**src/shared/rcm_pkg.sv**
```systemverilog
// Contract
// - reset command: stop test, defaults, go remote
// - enter-remote command: stop test, go remote
// - enter-remote keeps the current configuration
// - remote mode blocks front-panel setup keys
// - remote mode keeps field and value keys
// - remote mode keeps result scrolling keys
// - store saves configuration to slot 1..10
// - store name given, else mode title
// - status query answers remote-mode status
// - enter-remote refused while menu shown; refused only if not already remote
// - last-saved query returns last stored slot
// - name query returns slot name
// - clear command erases a slot
// - recall leaves remote, loads slot configuration
package rcm_pkg;

  // ***********************************************
  // sizes, ranges and reset values
  // ***********************************************
  localparam int SLOT_W = 32'h4;
  localparam logic [SLOT_W-1:0] SLOT_MIN = 4'h1;
  localparam logic [SLOT_W-1:0] SLOT_MAX = 4'hA;
  localparam int SLOTS_DEF = 32'hA;
  localparam int NAME_W_DEF = 32'h40;
  localparam int CFG_W_DEF = 32'h20;
  localparam logic [SLOT_W-1:0] LAST_RST = 4'h0;
  localparam logic REMOTE_RST = 1'h0;

  // ***********************************************
  // enumerations
  // ***********************************************
  typedef enum logic [3:0] {
    CMD_RESET, CMD_REMOTE, CMD_PRESET, CMD_STATUS_Q, CMD_STORE,
    CMD_RECALL, CMD_CLEAR, CMD_NAME_Q, CMD_LAST_Q
  } rcm_cmd_type;

  typedef enum logic [2:0] {
    ERR_NONE, ERR_RANGE, ERR_MENU, ERR_CONTEXT, ERR_EMPTY
  } rcm_err_type;

  typedef enum logic [1:0] {
    KEY_FIELD, KEY_VALUE, KEY_RESULT, KEY_SETUP
  } rcm_key_type;

endpackage : rcm_pkg

```
**src/shared/rcm_slot_if.sv**
```systemverilog
`timescale 1ns/1ps
// ***********************************************
// controller to slot store link
// ***********************************************
interface rcm_slot_if #(
  parameter int CFG_W = 32,
  parameter int NAME_W = 64
);
  logic wr_en;
  logic clr_en;
  logic [3:0] idx;
  logic [CFG_W-1:0] wr_cfg;
  logic [NAME_W-1:0] wr_name;
  logic [CFG_W-1:0] rd_cfg;
  logic [NAME_W-1:0] rd_name;
  logic rd_used;

  modport ctrl (output wr_en, clr_en, idx, wr_cfg, wr_name,
                input rd_cfg, rd_name, rd_used);
  modport store (input wr_en, clr_en, idx, wr_cfg, wr_name,
                 output rd_cfg, rd_name, rd_used);
endinterface : rcm_slot_if

```
**src/logic/rcm_slot_store.sv**
```systemverilog
`timescale 1ns/1ps
// ***********************************************
// saved configuration slots
// ***********************************************
module rcm_slot_store #(
  parameter int SLOTS = rcm_pkg::SLOTS_DEF
)(
  input wire logic clk,
  input wire logic resetn,
  rcm_slot_if.store sif
);
  import rcm_pkg::*;

  generate
    if (SLOTS < int'(SLOT_MAX) || SLOTS > 15)
    begin : g_bad_slots
      $error("slot count cannot serve the slot range");
    end
  endgenerate

  logic [$bits(sif.wr_cfg)-1:0] cfg_mem [SLOTS];
  logic [$bits(sif.wr_name)-1:0] name_mem [SLOTS];
  logic [SLOTS-1:0] used_q;
  logic [$bits(sif.rd_cfg)-1:0] rd_cfg_q;
  logic [$bits(sif.rd_name)-1:0] rd_name_q;
  logic rd_used_q;
  logic idx_ok;

  // index guard, out of range reads as empty
  assign idx_ok = int'(sif.idx) < SLOTS;

  // data arrays, no reset needed
  always_ff @(posedge clk)
  begin
    if (sif.wr_en && idx_ok)
    begin
      cfg_mem[sif.idx] <= sif.wr_cfg;
      name_mem[sif.idx] <= sif.wr_name;
    end
  end

  // occupancy bit per slot
  genvar g;
  generate
    for (g = 0; g < SLOTS; g++)
    begin : g_used
      always_ff @(posedge clk or negedge resetn)
      begin
        if (!resetn)
          used_q[g] <= 1'h0;
        else if (sif.wr_en && int'(sif.idx) == g)
          used_q[g] <= 1'h1;
        else if (sif.clr_en && int'(sif.idx) == g)
          used_q[g] <= 1'h0;
      end
    end
  endgenerate

  // registered read port
  always_ff @(posedge clk or negedge resetn)
  begin
    if (!resetn)
    begin
      rd_cfg_q <= '0;
      rd_name_q <= '0;
      rd_used_q <= 1'h0;
    end
    else if (idx_ok)
    begin
      rd_cfg_q <= cfg_mem[sif.idx];
      rd_name_q <= name_mem[sif.idx];
      rd_used_q <= used_q[sif.idx];
    end
    else
      rd_used_q <= 1'h0;
  end

  assign sif.rd_cfg = rd_cfg_q;
  assign sif.rd_name = rd_name_q;
  assign sif.rd_used = rd_used_q;

  a_clear_empties: assert property (@(posedge clk) disable iff (!resetn)
    sif.clr_en && !sif.wr_en && idx_ok |=> !used_q[$past(sif.idx)])
    else $error("cleared slot still marked used");

endmodule : rcm_slot_store

```
**src/logic/rcm_panel_gate.sv**
```systemverilog
`timescale 1ns/1ps
// ***********************************************
// front-panel key gate
// ***********************************************
module rcm_panel_gate (
  input wire logic clk,
  input wire logic resetn,
  input wire logic remote,
  input wire logic key_valid,
  input wire rcm_pkg::rcm_key_type key_kind,
  output logic key_pass,
  output logic key_blocked
);
  import rcm_pkg::*;

  logic pass_q;
  logic pass_d;
  logic block_q;
  logic block_d;
  logic setup_key;

  // setup keys are refused in remote, display keys pass
  assign setup_key = key_kind == KEY_SETUP;
  assign block_d = key_valid && remote && setup_key;
  assign pass_d = key_valid && !block_d;

  // one-cycle key outcome pulses
  always_ff @(posedge clk or negedge resetn)
  begin
    if (!resetn)
    begin
      pass_q <= 1'h0;
      block_q <= 1'h0;
    end
    else
    begin
      pass_q <= pass_d;
      block_q <= block_d;
    end
  end

  assign key_pass = pass_q;
  assign key_blocked = block_q;

  a_setup_blocked: assert property (@(posedge clk) disable iff (!resetn)
    key_valid && remote && key_kind == KEY_SETUP |=> key_blocked && !key_pass)
    else $error("setup key passed in remote mode");

  a_display_keys: assert property (@(posedge clk) disable iff (!resetn)
    key_valid && key_kind != KEY_SETUP |=> key_pass && !key_blocked)
    else $error("display key refused");

endmodule : rcm_panel_gate

```
**src/logic/rcm_remote_ctrl.sv**
```systemverilog
`timescale 1ns/1ps
// ***********************************************
// remote mode and store/recall interpreter
// ***********************************************
module rcm_remote_ctrl #(
  parameter int NAME_W = rcm_pkg::NAME_W_DEF,
  parameter int CFG_W = rcm_pkg::CFG_W_DEF
)(
  input wire logic clk,
  input wire logic resetn,
  input wire logic cmd_valid,
  output logic cmd_ready,
  input wire rcm_pkg::rcm_cmd_type cmd_code,
  input wire logic [rcm_pkg::SLOT_W-1:0] cmd_slot,
  input wire logic cmd_name_given,
  input wire logic [NAME_W-1:0] cmd_name,
  input wire logic menu_shown,
  input wire logic test_running,
  input wire logic [CFG_W-1:0] cur_cfg,
  input wire logic [NAME_W-1:0] mode_title,
  output logic rsp_valid,
  output logic [NAME_W-1:0] rsp_data,
  output logic remote_mode,
  output rcm_pkg::rcm_err_type err_code,
  output logic stop_test,
  output logic cfg_defaults,
  output logic cfg_load,
  output logic [CFG_W-1:0] cfg_data,
  input wire logic key_valid,
  input wire rcm_pkg::rcm_key_type key_kind,
  output logic key_pass,
  output logic key_blocked
);
  import rcm_pkg::*;

  generate
    if (NAME_W < 8 || CFG_W < 1)
    begin : g_bad_widths
      $error("name must hold status and slot, config nonempty");
    end
  endgenerate

  // ***********************************************
  // state and storage
  // ***********************************************
  typedef enum logic [1:0] {S_IDLE, S_ACCESS, S_FINISH} rcm_state_type;

  rcm_state_type state_q;
  rcm_state_type state_d;
  rcm_cmd_type op_q;
  logic [SLOT_W-1:0] slot_q;
  logic [NAME_W-1:0] name_q;
  logic [CFG_W-1:0] cfg_cap_q;
  logic running_q;
  logic menu_q;
  logic remote_q;
  logic remote_d;
  rcm_err_type err_q;
  rcm_err_type err_d;
  logic [SLOT_W-1:0] last_q;
  logic [SLOT_W-1:0] last_d;
  logic rsp_valid_q;
  logic rsp_valid_d;
  logic [NAME_W-1:0] rsp_data_q;
  logic [NAME_W-1:0] rsp_data_d;
  logic stop_q;
  logic stop_d;
  logic dflt_q;
  logic dflt_d;
  logic load_q;
  logic load_d;
  logic [CFG_W-1:0] cfg_data_q;
  logic [CFG_W-1:0] cfg_data_d;

  // ***********************************************
  // command decode
  // ***********************************************
  logic take;
  logic slot_ok;
  logic uses_slot;
  logic remote_only;
  logic ctx_ok;
  logic range_bad;
  logic menu_bad;
  logic op_ok;
  logic [SLOT_W-1:0] mem_idx;

  // one command at a time, taken only when idle
  assign take = cmd_valid && cmd_ready;
  assign slot_ok = slot_q >= SLOT_MIN && slot_q <= SLOT_MAX;
  assign uses_slot = op_q == CMD_STORE || op_q == CMD_RECALL ||
                     op_q == CMD_CLEAR || op_q == CMD_NAME_Q;
  assign remote_only = op_q == CMD_RECALL || op_q == CMD_CLEAR ||
                       op_q == CMD_NAME_Q || op_q == CMD_LAST_Q;
  // store is a local command, slot maintenance a remote one
  assign ctx_ok = op_q == CMD_STORE ? !remote_q :
                  remote_only ? remote_q : 1'h1;
  assign range_bad = uses_slot && !slot_ok;
  assign menu_bad = op_q == CMD_REMOTE && menu_q && !remote_q;
  assign op_ok = ctx_ok && !range_bad && !menu_bad;
  assign mem_idx = slot_q - SLOT_MIN;

  // ***********************************************
  // slot store
  // ***********************************************
  rcm_slot_if #(.CFG_W(CFG_W), .NAME_W(NAME_W)) sif ();

  // writes and erases only for accepted commands
  assign sif.wr_en = state_q == S_ACCESS && op_q == CMD_STORE && op_ok;
  assign sif.clr_en = state_q == S_ACCESS && op_q == CMD_CLEAR && op_ok;
  assign sif.idx = mem_idx;
  assign sif.wr_cfg = cfg_cap_q;
  assign sif.wr_name = name_q;

  rcm_slot_store #(.SLOTS(SLOTS_DEF)) u_store (
    .clk(clk),
    .resetn(resetn),
    .sif(sif)
  );

  // ***********************************************
  // command capture
  // ***********************************************
  // latch the command and its context on take
  always_ff @(posedge clk or negedge resetn)
  begin
    if (!resetn)
    begin
      op_q <= CMD_STATUS_Q;
      slot_q <= '0;
      name_q <= '0;
      cfg_cap_q <= '0;
      running_q <= 1'h0;
      menu_q <= 1'h0;
    end
    else if (take)
    begin
      op_q <= cmd_code;
      slot_q <= cmd_slot;
      name_q <= cmd_name_given ? cmd_name : mode_title;
      cfg_cap_q <= cur_cfg;
      running_q <= test_running;
      menu_q <= menu_shown;
    end
  end

  // ***********************************************
  // execution
  // ***********************************************
  // next state and command effects, applied in finish
  always_comb
  begin
    state_d = state_q;
    remote_d = remote_q;
    err_d = err_q;
    last_d = last_q;
    rsp_valid_d = 1'h0;
    rsp_data_d = rsp_data_q;
    stop_d = 1'h0;
    dflt_d = 1'h0;
    load_d = 1'h0;
    cfg_data_d = cfg_data_q;
    case (state_q)
      S_IDLE:
        if (take)
          state_d = S_ACCESS;
      S_ACCESS:
        state_d = S_FINISH;
      S_FINISH:
      begin
        state_d = S_IDLE;
        rsp_valid_d = 1'h1;
        rsp_data_d = '0;
        if (!ctx_ok)
          err_d = ERR_CONTEXT;
        else if (range_bad)
          err_d = ERR_RANGE;
        else if (menu_bad)
          err_d = ERR_MENU;
        else
        begin
          case (op_q)
            CMD_RESET:
            begin
              stop_d = running_q;
              dflt_d = 1'h1;
              remote_d = 1'h1;
            end
            CMD_REMOTE:
            begin
              stop_d = running_q;
              remote_d = 1'h1;
            end
            CMD_PRESET: remote_d = 1'h0;
            CMD_STATUS_Q:
            begin
              rsp_data_d = NAME_W'({remote_q, err_q});
              err_d = ERR_NONE;
            end
            CMD_STORE: last_d = slot_q;
            CMD_RECALL:
            begin
              if (sif.rd_used)
              begin
                remote_d = 1'h0;
                load_d = 1'h1;
                cfg_data_d = sif.rd_cfg;
              end
              else
                err_d = ERR_EMPTY;
            end
            CMD_NAME_Q:
              if (sif.rd_used)
                rsp_data_d = sif.rd_name;
            CMD_LAST_Q: rsp_data_d = NAME_W'(last_q);
            default: rsp_data_d = '0;
          endcase
        end
      end
      default: state_d = S_IDLE;
    endcase
  end

  // control state
  always_ff @(posedge clk or negedge resetn)
  begin
    if (!resetn)
    begin
      state_q <= S_IDLE;
      remote_q <= REMOTE_RST;
      err_q <= ERR_NONE;
      last_q <= LAST_RST;
    end
    else
    begin
      state_q <= state_d;
      remote_q <= remote_d;
      err_q <= err_d;
      last_q <= last_d;
    end
  end

  // answer and action outputs
  always_ff @(posedge clk or negedge resetn)
  begin
    if (!resetn)
    begin
      rsp_valid_q <= 1'h0;
      rsp_data_q <= '0;
      stop_q <= 1'h0;
      dflt_q <= 1'h0;
      load_q <= 1'h0;
      cfg_data_q <= '0;
    end
    else
    begin
      rsp_valid_q <= rsp_valid_d;
      rsp_data_q <= rsp_data_d;
      stop_q <= stop_d;
      dflt_q <= dflt_d;
      load_q <= load_d;
      cfg_data_q <= cfg_data_d;
    end
  end

  // ***********************************************
  // front panel
  // ***********************************************
  rcm_panel_gate u_gate (
    .clk(clk),
    .resetn(resetn),
    .remote(remote_q),
    .key_valid(key_valid),
    .key_kind(key_kind),
    .key_pass(key_pass),
    .key_blocked(key_blocked)
  );

  // port drives
  assign cmd_ready = state_q == S_IDLE;
  assign rsp_valid = rsp_valid_q;
  assign rsp_data = rsp_data_q;
  assign remote_mode = remote_q;
  assign err_code = err_q;
  assign stop_test = stop_q;
  assign cfg_defaults = dflt_q;
  assign cfg_load = load_q;
  assign cfg_data = cfg_data_q;

  // ***********************************************
  // checks
  // ***********************************************
  a_reset_cmd: assert property (@(posedge clk) disable iff (!resetn)
    take && cmd_code == CMD_RESET |-> ##3 remote_mode && cfg_defaults &&
      rsp_valid && stop_test == $past(test_running, 3))
    else $error("reset command effects wrong");

  a_remote_entry: assert property (@(posedge clk) disable iff (!resetn)
    take && cmd_code == CMD_REMOTE && !menu_shown |-> ##3 remote_mode &&
      stop_test == $past(test_running, 3))
    else $error("enter-remote did not take effect");

  a_remote_keeps_cfg: assert property (@(posedge clk) disable iff (!resetn)
    take && cmd_code == CMD_REMOTE |-> ##3 !cfg_defaults && !cfg_load)
    else $error("enter-remote touched the configuration");

  a_menu_refuse: assert property (@(posedge clk) disable iff (!resetn)
    take && cmd_code == CMD_REMOTE && menu_shown && !remote_mode
      |-> ##3 !remote_mode && err_code == ERR_MENU)
    else $error("enter-remote accepted over a menu");

  a_preset_local: assert property (@(posedge clk) disable iff (!resetn)
    take && cmd_code == CMD_PRESET |-> ##3 !remote_mode && rsp_valid)
    else $error("preset left remote mode on");

  a_store_last: assert property (@(posedge clk) disable iff (!resetn)
    take && cmd_code == CMD_STORE && !remote_mode &&
      cmd_slot >= SLOT_MIN && cmd_slot <= SLOT_MAX
      |-> ##1 sif.wr_en ##2 last_q == $past(cmd_slot, 3))
    else $error("store did not record its slot");

  a_range_refuse: assert property (@(posedge clk) disable iff (!resetn)
    take && (cmd_code == CMD_STORE || cmd_code == CMD_CLEAR) &&
      (cmd_slot < SLOT_MIN || cmd_slot > SLOT_MAX)
      |-> ##1 !sif.wr_en && !sif.clr_en ##2
        (err_code == ERR_RANGE || err_code == ERR_CONTEXT))
    else $error("bad slot number was not refused");

  a_recall_local: assert property (@(posedge clk) disable iff (!resetn)
    cfg_load |-> !remote_mode && $past(op_q, 1) == CMD_RECALL)
    else $error("recall load without leaving remote");

endmodule : rcm_remote_ctrl

```
**config.mk**
```make
export PLATFORM = sky130hd
export DESIGN_NAME = rcm_remote_ctrl
export DESIGN_NICKNAME = d
export VERILOG_FILES = /design/src/shared/rcm_pkg.sv /design/src/shared/rcm_slot_if.sv /design/src/logic/rcm_slot_store.sv /design/src/logic/rcm_panel_gate.sv /design/src/logic/rcm_remote_ctrl.sv
export SDC_FILE = /design/constraint.sdc
export NUM_CORES = 1
export LEC_CHECK = 0
export BUFFER_PORTS_ARGS = -buffer_cell sky130_fd_sc_hd__buf_2
export CAP_MARGIN = 20
export CORE_AREA = 2 2 334 336
export DETAILED_ROUTE_END_ITERATION = 6
export DIE_AREA = 0 0 336 338
export SLEW_MARGIN = 20
export SYNTH_ARGS = -nofsm -noshare
export SYNTH_HDL_FRONTEND = slang
export SYNTH_SLANG_ARGS = --single-unit
```
**constraint.sdc**
```tcl
create_clock -name clk -period 27.5 [get_ports clk]
set_clock_uncertainty 0.05 [all_clocks]
set_input_delay 1.375 -clock clk [delete_from_list [all_inputs] [get_ports clk]]
set_output_delay 1.375 -clock clk [all_outputs]
set_load 0.01 [all_outputs]
```
==> results.ini <==
[outcome]
status = completed

[clock_tree]
cts_tree = yes
cts_buffers = 137
cts_resized = 0
clk_path_buf_depth = 3
hold_buffers = 0
root_buffer = clkbuf_16
h-tree-depth = 4
postCtsSetupRepairBufs = 0
cts.sinks = 1285
clkTransAtPathRegs_ps = 60
clk_latency_ps = 720

[placement]
dpl.cell_count = 4359
gp_congestion = 0.767
place_hpwl_um = 61800
io_buffers = 283

[synthesis]
syn_inst = 2707
yosysWarningCount = 0
synthTopCellsByCount = edfxtp_1 (960), dfrtp_1 (323), nand2_1 (216)
synth_top_area_frac = 0.587
synth.most_common_cell = edfxtp_1
ys_ff_latch = 1285
synth_edf_count = 960
seq_area_frac_synth = 0.753
syn_nets = 2890
synthFlopType = edfxtp_1
syn_area_per_cell_um2 = 18.1
syn-cell-area_um2 = 49100
synth_top_area_cell = edfxtp_1
yosys-top-cells-area = edfxtp_1 (59%), dfrtp_1 (16%), mux4_2 (8.9%)
async_reset_ff_frac = 0.253
synth_cell_types = 59

[setup_path]
crit_family = buffers and inverters
rr_endpoint = u_store.name_mem[6][12]
cp_cell_sequence = buf_12, buf_16, nor3_1, o41ai_1, nand2_1, nor2_4, buf_4
crit_fanout = 71
critPathRequiredTime_ps = 27790
worstSetupPathType = register to register
slowest_stage = dfrtp_4
crit_start = slot_q[0]
worstRegToRegCells = 7
cp_num_cells = 7
worst_r2r_startpoint = slot_q[0]
cp_slowest_stage_delay_ps = 830
cp-end-kind = register
arrival_ps = 5210
reg2reg_setup_slack_ps = 22580
critPathLaunchType = register
crit_path_end = u_store.name_mem[6][12]
crit_buf_inv = 3

[drt]
post-route-drc-count = 0
vias = 25788
wl_per_cell_um = 25.3
first_pass_iters = 5
antenna_left = 0
drt-total-wl_um = 116000
via_per_inst = 5.59
dr.first_iter.drc_count = 2019

[floorplan]
start_util = 0.446
coreArea_um2 = 110000
rows = 122
fp.dieW_um = 336
die_area_um2 = 114000
ios = 284
die_h_um = 338

[layout]
drive_above_1_share = 0.263
stdcell_count = 4611
syn_to_final_growth_pct = 15.5
final_core_util = 0.515
nNetsFinal = 3194

[sta]
tightest_slew_ps = 1110
slew_violations = 0
hold_viol = 0
setup-tns-final_ps = 0
finalCriticalPeriod_ps = 4920
fmax_mhz = 203
relSlewSlack = 0.253
setup_viol = 0
fin_crit_sh = 0.179
rsz0062_at_grt = no

[global_routing]
antenna_found_initial = 1
grt_max_degree = 133
grt_usage = 0.208
grt_pass1_wl_um = 173000
overflow = 0
first_global_vias = 26702

[run]
maxCapViolCount = 0

[power_and_ir_drop]
p_leak_uw = 0.0204
p_per_area_nw_per_um2 = 92.4
ir_worst_vdd_v = 0.0000778

[min_path]
hold_class = register to register

cells by family after synthesis:
group	Yosys count	share of synthesized area
compound gates	368	0.0514
buf+inv	179	0.0157
simple gates	432	0.0359
flops	1285	0.753
fa+ha+maj	6	0.00153
xor+xnor	3	0.000688
mux	434	0.142
worst min path at each step:
stage,to,start,depth (start not counted)
after floorplan,state_q[1],state_q[1],1
after global placement,rsp_data[46],u_store.sif.rd_name[46],1
after detailed placement,rsp_data[55],u_store.sif.rd_name[55],1
after CTS,rsp_data[55],u_store.sif.rd_name[55],1
after global routing,rsp_data[49],u_store.sif.rd_name[49],1
final,rsp_data[51],u_store.sif.rd_name[51],1
metal layers:
layer	track usage	vias to the layer above	wire length (µm)
met5	0	-	0
met4	0.0647	0	3050
met3	0.0392	176	6860
met2	0.342	775	56500
met1	0.284	13592	50000
li1	-	11245	-
state kept, by name (all words and copies together), names as in the netlist, 3 cells and up:
register / flops
cfg_cap_q: 32
cfg_data: 32
err_code: 3
last_q: 4
name_q: 64
op_q: 4
rsp_data: 64
slot_q: 4
u_store.cfg_mem: 320
u_store.name_mem: 640
u_store.sif.rd_cfg: 32
u_store.sif.rd_name: 64
u_store.used_q: 10
through the flow:
| stage | hold slack (ps) | setup WS (ps) | power, µW | area, µm² |
|---|---|---|---|---|
| after global routing | 464 | 22030 | 5460 | 56700 |
| final | 451 | 22580 | 5240 | 56700 |
| after floorplan | 397 | 14900 | 3130 | 49100 |
| after CTS | 449 | 22470 | 5290 | 56700 |
| after global placement | 431 | 22500 | 3460 | 52200 |
| after detailed placement | 433 | 22480 | 3490 | 52300 |
cell usage in the layout, fill, tap and decap left out, drive strengths merged, types with 4 or more instances in the layout:
cell    Yosys  final
bufinv      0      8
a22o       64     64
mux2i     163    163
nor2b       4      4
nand2     216    216
buf        72    334
a211oi     96     96
nand3b      4      4
mux2       77     77
a22oi       5      5
dfrtp     323    323
o21ai      28     28
a21oi      66     66
edfxtp    960    960
nor2      175    175
inv        10     12
nand2b      4      4
a31oi      96     96
mux4      194    194
ha          6      6
clkinv      0     35
nor3b       5      5
clkbuf     97    200
where the power goes:
group	internal, µW	switching, µW
sequential	2320	208
clock	1070	727
combinational	374	542
total	3760	1480
area by class of cell:
type                       instances  area [µm²]
antenna                            3        7.51
tap                             1488        1860
inverter                          10        37.5
fill                            8882       53400
clock inverter                    48         445
timing repair buffer             334        1910
sequential                      1285       37000
multi-input combinational       1243       11500
clock buffer                     200        3950
Power figures use the tool's default switching activity.
